[src/verilog/dbg_override_cfg.svh]
// Constants for the debug override register bank
`ifndef DBG_OVERRIDE_CFG_SVH
`define DBG_OVERRIDE_CFG_SVH
// ==========================================================
// Coprocessor access decode
`define CP_NUM 4'hF
`define CP_OP1 3'h0
`define CP_CRN 4'hF
`define CP_CRM_OVR 4'h0
`define CP_CRM_ADDR 4'h1
`define CP_OP2 3'h0
// ==========================================================
// Field positions of the override register
`define OVR_CLEAN_ALL_BIT 19
`define OVR_ABORT_D_BIT 18
`define OVR_ABORT_I_BIT 17
`define OVR_NO_PREFETCH_BIT 16
`define OVR_NO_CLKGATE_BIT 15
`define OVR_FORCE_NONCACHEABLE_NONBUFFERABLE_BIT 14
`define OVR_WT_NOMMU_BIT 13
`define OVR_WRITE_MASK 32'h000FE000
// ==========================================================
// Reset values and fault status code
`define OVR_RESET 32'h00000000
`define ADDR_RESET 32'h00000000
`define FAULT_TRANSLATION 4'h0
`endif

[src/verilog/dbg_override_pkg.sv]
// Types shared by the debug override register bank
`default_nettype none
package dbg_override_pkg;
  // Coprocessor register access from the core
  typedef struct packed {
    logic valid;
    logic write;
    logic [3:0] cp_num;
    logic [2:0] op1;
    logic [3:0] crn;
    logic [3:0] crm;
    logic [2:0] op2;
    logic [31:0] wdata;
  } cp_req_t;
  // Memory-system overrides derived from the register
  typedef struct packed {
    logic clean_all;
    logic abort_data_translation_cache;
    logic abort_instruction_translation_cache;
    logic no_nc_prefetch;
    logic no_clk_gate;
    logic force_noncacheable_nonbufferable;
    logic wt_nommu;
  } ovr_ctrl_t;
  // Translation cache miss report
  typedef struct packed {
    logic abort;
    logic walk;
    logic [3:0] status;
  } miss_resp_t;
  // Level one data attributes
  typedef struct packed {
    logic cacheable;
    logic bufferable;
  } attr_t;
endpackage : dbg_override_pkg
`default_nettype wire
[src/verilog/dbg_override_ctrl.sv]
// Debug override and debug/test address register bank
`include "dbg_override_cfg.svh"
`default_nettype none
module dbg_override_ctrl
  import dbg_override_pkg::*;
(
  input wire logic SYS_CLK_I,
  input wire logic RST_N_I,
  input wire cp_req_t CP_REQ_I,
  output logic [31:0] CP_RDATA_O,
  output logic CP_HIT_O,
  output ovr_ctrl_t OVR_CTRL_O,
  output logic [31:0] TEST_ADDR_O,
  input wire logic DATA_TRANSLATION_CACHE_MISS_I,
  input wire logic INSTRUCTION_TRANSLATION_CACHE_MISS_I,
  output miss_resp_t DATA_TRANSLATION_CACHE_RESP_O,
  output miss_resp_t INSTRUCTION_TRANSLATION_CACHE_RESP_O,
  input wire logic MMU_EN_I,
  input wire logic DATA_CACHE_EN_I,
  input wire logic REMAP_VALID_I,
  input wire attr_t REMAP_ATTR_I,
  input wire attr_t PAGE_ATTR_I,
  input wire logic STORE_I,
  output attr_t DATA_ATTR_O,
  input wire logic NC_FETCH_I,
  input wire logic SEQ_PREFETCH_I,
  output logic PREFETCH_EN_O
);

  // ========================================================
  // Decode
  // Every access is a single-cycle pulse on CP_REQ_I.valid, so the
  // decode is purely combinational and needs no handshake state.
  // Encodings outside the two registers of this bank are ignored
  // here; other banks of the coprocessor answer for them.
  // Matches a coprocessor access against one secondary register
  function automatic logic cp_match(input cp_req_t r, input logic [3:0] crm);
    cp_match = r.valid && (r.cp_num == `CP_NUM) && (r.op1 == `CP_OP1) &&
               (r.crn == `CP_CRN) && (r.crm == crm) && (r.op2 == `CP_OP2);
  endfunction : cp_match

  // Decoded hits, valid only while the request pulse stands
  logic hit_ovr; // Access to the override register
  logic hit_addr; // Access to the address register
  logic [31:0] ovr_reg; // Override bits
  logic [31:0] addr_reg; // Debug and test address

  assign hit_ovr = cp_match(CP_REQ_I, `CP_CRM_OVR);
  assign hit_addr = cp_match(CP_REQ_I, `CP_CRM_ADDR);

  // ========================================================
  // Registers
  // Only the seven defined bits are stored. Keeping the reserved bits
  // as constant zero saves flops and makes reads predictable, which
  // software must not rely on anyway.
  // Override register; reserved bits are dropped so reads give zero
  always_ff @(posedge SYS_CLK_I or negedge RST_N_I) begin
    if (!RST_N_I) begin
      ovr_reg <= `OVR_RESET;
    end else if (hit_ovr && CP_REQ_I.write) begin
      ovr_reg <= CP_REQ_I.wdata & `OVR_WRITE_MASK;
    end
  end

  // Address register, full width
  // Used by debug, test and translation test operations; every bit
  // is kept because the entry-select fields span the whole word.
  always_ff @(posedge SYS_CLK_I or negedge RST_N_I) begin
    if (!RST_N_I) begin
      addr_reg <= `ADDR_RESET;
    end else if (hit_addr && CP_REQ_I.write) begin
      addr_reg <= CP_REQ_I.wdata;
    end
  end

  // Read data registered one cycle after the read access
  // The answer stands for exactly one cycle; a write or an access
  // outside the bank returns zero so the core never sees stale data.
  // The hit flag is raised for reads and writes alike.
  always_ff @(posedge SYS_CLK_I or negedge RST_N_I) begin
    if (!RST_N_I) begin
      CP_RDATA_O <= 32'h00000000;
      CP_HIT_O <= 1'b0;
    end else begin
      CP_HIT_O <= hit_ovr || hit_addr;
      if (hit_ovr && !CP_REQ_I.write) begin
        CP_RDATA_O <= ovr_reg;
      end else if (hit_addr && !CP_REQ_I.write) begin
        CP_RDATA_O <= addr_reg;
      end else begin
        CP_RDATA_O <= 32'h00000000; // Writes and misses answer zero
      end
    end
  end

  // ========================================================
  // Control outputs
  // The memory system reads these as ordinary flops, which keeps the
  // override paths free of the coprocessor decode timing.
  // Registered copy of the bits; one cycle after the write so the
  // instruction has retired before any later access sees them
  always_ff @(posedge SYS_CLK_I or negedge RST_N_I) begin
    if (!RST_N_I) begin
      OVR_CTRL_O <= '0;
      TEST_ADDR_O <= 32'h00000000;
    end else begin
      OVR_CTRL_O.clean_all <= ovr_reg[`OVR_CLEAN_ALL_BIT];
      OVR_CTRL_O.abort_data_translation_cache <= ovr_reg[`OVR_ABORT_D_BIT];
      OVR_CTRL_O.abort_instruction_translation_cache <= ovr_reg[`OVR_ABORT_I_BIT];
      OVR_CTRL_O.no_nc_prefetch <= ovr_reg[`OVR_NO_PREFETCH_BIT];
      // Only gates clocks; no datapath reads it
      OVR_CTRL_O.no_clk_gate <= ovr_reg[`OVR_NO_CLKGATE_BIT];
      OVR_CTRL_O.force_noncacheable_nonbufferable <= ovr_reg[`OVR_FORCE_NONCACHEABLE_NONBUFFERABLE_BIT];
      OVR_CTRL_O.wt_nommu <= ovr_reg[`OVR_WT_NOMMU_BIT];
      TEST_ADDR_O <= addr_reg;
    end
  end

  // ========================================================
  // Translation cache miss handling
  // Abort means translation fault and no table walk
  // Walk and abort are mutually exclusive by construction: a miss
  // either starts a walk or is aborted, never both.
  // The status code is held constant; the fault status register
  // outside this bank latches it only when abort is high.
  // The abort bits are read straight from the register, so the
  // first miss after the write already obeys the new setting.
  always_ff @(posedge SYS_CLK_I or negedge RST_N_I) begin
    if (!RST_N_I) begin
      DATA_TRANSLATION_CACHE_RESP_O <= '0;
      INSTRUCTION_TRANSLATION_CACHE_RESP_O <= '0;
    end else begin
      DATA_TRANSLATION_CACHE_RESP_O.abort <= DATA_TRANSLATION_CACHE_MISS_I && ovr_reg[`OVR_ABORT_D_BIT];
      DATA_TRANSLATION_CACHE_RESP_O.walk <= DATA_TRANSLATION_CACHE_MISS_I && !ovr_reg[`OVR_ABORT_D_BIT];
      DATA_TRANSLATION_CACHE_RESP_O.status <= `FAULT_TRANSLATION;
      INSTRUCTION_TRANSLATION_CACHE_RESP_O.abort <= INSTRUCTION_TRANSLATION_CACHE_MISS_I && ovr_reg[`OVR_ABORT_I_BIT];
      INSTRUCTION_TRANSLATION_CACHE_RESP_O.walk <= INSTRUCTION_TRANSLATION_CACHE_MISS_I && !ovr_reg[`OVR_ABORT_I_BIT];
      INSTRUCTION_TRANSLATION_CACHE_RESP_O.status <= `FAULT_TRANSLATION;
    end
  end

  // ========================================================
  // Instruction prefetch
  // Demand fetches never pass here; only speculative ones are gated
  // With the bit clear every sequential prefetch request goes out;
  // with it set only cacheable-region prefetches survive.
  // Limitation: the noncacheable flag must be valid in the same cycle
  // as the prefetch request, or a prefetch may slip through.
  always_ff @(posedge SYS_CLK_I or negedge RST_N_I) begin
    if (!RST_N_I) begin
      PREFETCH_EN_O <= 1'b0;
    end else begin
      PREFETCH_EN_O <= SEQ_PREFETCH_I &&
                       !(NC_FETCH_I && ovr_reg[`OVR_NO_PREFETCH_BIT]);
    end
  end

  // ========================================================
  // Data attributes
  attr_t attr_next; // Resolved level one attributes
  // Priority: store forcing, then remap, then bit 13, then page tables
  // Write-through is encoded as cacheable and not bufferable.
  // Store forcing is applied last so that it beats both the page
  // tables and the remap setting, as software expects.
  // Loads are never forced; only bufferable noncacheable stores are.
  always_comb begin
    if (!MMU_EN_I) begin
      attr_next = '0; // Default noncacheable nonbufferable
      if (ovr_reg[`OVR_WT_NOMMU_BIT] && DATA_CACHE_EN_I) begin
        attr_next = '{cacheable: 1'b1, bufferable: 1'b0};
      end
    end else begin
      attr_next = PAGE_ATTR_I;
    end
    if (REMAP_VALID_I) begin
      attr_next = REMAP_ATTR_I;
    end
    if (STORE_I && ovr_reg[`OVR_FORCE_NONCACHEABLE_NONBUFFERABLE_BIT] && !attr_next.cacheable &&
        attr_next.bufferable) begin
      attr_next.bufferable = 1'b0;
    end
  end

  // Registered attribute output
  // One cycle of latency; the level one pipeline samples it with the
  // access that produced the inputs one cycle earlier.
  // Registering here keeps the top-level outputs flop-driven and
  // hides the priority chain from downstream timing.
  always_ff @(posedge SYS_CLK_I or negedge RST_N_I) begin
    if (!RST_N_I) begin
      DATA_ATTR_O <= '0;
    end else begin
      DATA_ATTR_O <= attr_next;
    end
  end

endmodule : dbg_override_ctrl
`default_nettype wire

[config.mk]
export PLATFORM = sky130hd
export DESIGN_NAME = dbg_override_ctrl
export DESIGN_NICKNAME = d
export VERILOG_FILES = /design/src/verilog/dbg_override_pkg.sv /design/src/verilog/dbg_override_ctrl.sv
export VERILOG_INCLUDE_DIRS = /design/src /design/src/verilog
export SDC_FILE = /design/constraint.sdc
export NUM_CORES = 1
export LEC_CHECK = 0
export ABC_AREA = 1
export BUFFER_PORTS_ARGS = -buffer_cell sky130_fd_sc_hd__buf_2
export CORE_MARGIN = 3
export CORE_UTILIZATION = 44
export DETAILED_ROUTE_END_ITERATION = 6
export PLACE_DENSITY = 0.75
export SLEW_MARGIN = 20
export SYNTH_ARGS = -nofsm -noshare
export SYNTH_HDL_FRONTEND = slang
export SYNTH_SLANG_ARGS = --single-unit
export TNS_END_PERCENT = 50
[constraint.sdc]
create_clock -name SYS_CLK_I -period 0.9 [get_ports SYS_CLK_I]
set_input_delay 0 -clock SYS_CLK_I [delete_from_list [all_inputs] [get_ports SYS_CLK_I]]
set_output_delay 0 -clock SYS_CLK_I [all_outputs]
set_load 0.02 [all_outputs]
==> impl_metrics.csv <==
group,metric,value,unit
pwr,p_per_area,1890,nW/um2
worst_setup_path,required,0.90,ns
routing,ant_nets,0,
finish,antenna_cells,0,
yosys,seq_area_frac_synth,69.25,%
sta,timing.fmax,947.8,MHz
worst_setup_path,cp_max_fo,1,
sta,setup_viol_count_final,79,
flow_run,maxCapViolCount,0,
finish,mostFrequentLayoutCell,"dfrtp_1",
global_routing,gr-total-overflow,0,
sta,fin_crit_sh,117.2,%
sta,setup_ws,-0.1551,ns
worst_setup_path,reg2regPathDepth,6,
worst_setup_path,start_kind,"flip-flop",
worst_setup_path,path_cells,"buf_6",
floorplan,core-area,9328,um2
finish,final_nets,672,
floorplan,rows,35,
placed_design,dp_slack,-0.4397,ns
clock_network,cts_htree_levels,4,
routing,drt_wl_total,11.48,mm
routing,drc,0,
sta,skew,0.007353,ns
clock_network,cts_made_buffers,17,
worst_setup_path,slowest_stage,"dfrtp_1",
clock_network,cts_root_buf,"clkbuf_8",
status,violations,"negative hold slack, negative setup slack",
floorplan,fp.dieW,104.4,um
floorplan,die-area,10910,um2
global_routing,grt_pass1_wl,18.03,mm
worst_setup_path,path_class,"reg -> out",
routing,num_vias,3603,
sta,final-hold-violation-count,15,
clock_network,post-cts-setup-buffers,0,
global_routing,grt_use_total,21.19,%
yosys,synthDistinctLibCells,20,
status,outcome,"complete, but fails checks",
clock_network,cts_buffer_depth,2,
yosys,syn_area,4264,um2
clock_network,cts_tree,"yes",
placed_design,gp_congestion,0.8001,
worst_setup_path,path_depth,1,
sta,fin_crit,1.055,ns
finish,layout_common_cells,"dfrtp_1, nand2_1, buf_2",
hold_path,hp-class,"in -> async",
sta,hold_ws,-0.07393,ns
routing,drtPass1Iterations,5,
global_routing,grt_max_degree,44,
finish,multi_input_area,1096,um2
floorplan,io_pins,153,
pwr,ir_worst_vdd,0.001555,V
worst_setup_path,worst-path-buf-inv,1,
worst_setup_path,crit_path_end_kind,"primary output",
yosys,synth_cells,400,
finish,final-seq-area,2953,um2
finish,syn_to_final_growth,57.42,%
floorplan,start_util,45.71,%
placed_design,hpwl,6.830,mm
floorplan,dieHeight,104.4,um
placed_design,dp_cells,669,
clock_network,ctsHoldBuffers,47,
yosys,ys_ff_latch,118,
finish,layoutNonFillerInstCount,748,
sta,slew_viol_final,0,
finish,drive_above_1_share,33.60,%
global_routing,grt_pass1_vias,3610,
clock_network,clock_sinks,118,
clock_network,clk_pin_slew,0.06,ns
placed_design,portBuffers,144,
finish,fillCellCount,613,
worst_setup_path,critical_path_arrival,1.06,ns
pwr,leakage,3.577,nW
worst_setup_path,cp_slowest_stage_delay,0.41,ns
global_routing,antenna_found_initial,0,
worst_setup_path,critPathTopFamily,"flip-flops",
routing,drt_iter0_markers,210,
sta,rsz0062_at_grt,"true",
clock_network,clock_latency,0.51,ns
yosys,yosysWarnings,0,
routing,wl_per_cell,15.35,um
yosys,syn_area_per_cell,10.66,um2
routing,vias_per_cell,4.817,
## metrics by stage
step | utilization (%) | setup TNS (ns) | instance area (um2) | power, mW
6_report | 71.97 | -9.050 | 6713 | 12.69
2_1_floorplan | - | -2.815 | 4310 | 5.572
4_1_cts | 69.59 | -10.70 | 6491 | 12.75
3_3_place_gp | 55.41 | -24.32 | 5169 | 5.867
5_1_grt | 71.97 | -12.32 | 6713 | 13.10
3_5_place_dp | 55.41 | -25.67 | 5169 | 5.881
## final timing paths
kind	start	to	slack, ns
max	TEST_ADDR_O[17]$_DFF_PN0_	TEST_ADDR_O[17]	-0.16
min	RST_N_I	CP_RDATA_O[0]$_DFF_PN0_	-0.07
max reg2reg	ovr_reg[13]$_DFFE_PN0P_	DATA_ATTR_O[0]$_DFF_PN0_	0
min reg2reg	addr_reg[20]$_DFFE_PN0P_	TEST_ADDR_O[20]$_DFF_PN0_	0.40
max in group asynchronous	RST_N_I	TEST_ADDR_O[11]$_DFF_PN0_	0.46
min in group SYS_CLK_I	CP_REQ_I[36]	CP_RDATA_O[0]$_DFF_PN0_	0.06
## layer usage
layer / part of all wire [%] / track usage, % / vias up
met5: 0 / 0 / -
met4: 1.7 / 8.357 / 0
met3: 6.9 / 6.394 / 16
met2: 52 / 35.06 / 174
met1: 39 / 26.04 / 1749
li1: - / - / 1664
## synth_stat cells
cell	n	area [um2]
nor2_8	1	20.02
nor3_2	1	10.01
nor2_2	3	18.77
a21boi_0	1	7.510
clkinv_1	1	3.750
buf_2	1	5.000
o21ai_0	26	130.1
nand4_2	2	25.02
buf_4	14	105.1
a21oi_1	1	5.000
conb_1	1	3.750
inv_1	18	67.56
nor2_1	39	146.4
nand3_1	48	240.2
dfrtp_1	118	2953
o21ai_1	1	5.000
clkbuf_1	8	30.03
buf_6	5	56.30
nand2_1	109	409.1
nand2_4	2	22.52
## power by group
part | switching (mW) | internal [mW] | total (mW)
sequential | 0.00528 | 5.32 | 5.33
combinational | 0.333 | 0.315 | 0.647
clock | 2.41 | 4.31 | 6.71
## what timing repair did
item / CTS / global route
pin swaps: 0 / 0
hold endpoints to repair: 165 / 15
setup endpoints to repair: 80 / 128
resized for setup: 81 / 68
## logic make-up after synthesis
logic type             Yosys count  synth area share [%]
AO/OA/AOI/OAI                   29                 3.462
flip-flops                     118                 69.25
AND/OR/NAND/NOR                205                 20.92
buffers and inverters           47                 6.279
other                            1               0.08794
## cell type report
type / count / share of cell area, %
well taps: 129 / 2.404
clock buffers: 18 / 6.375
inverters: 19 / 1.267
flip-flops and latches: 118 / 43.99
multi-input cells: 242 / 16.33
clock inverters: 14 / 2.591
repair buffers: 208 / 27.05
Power figures use the tool's default switching activity.
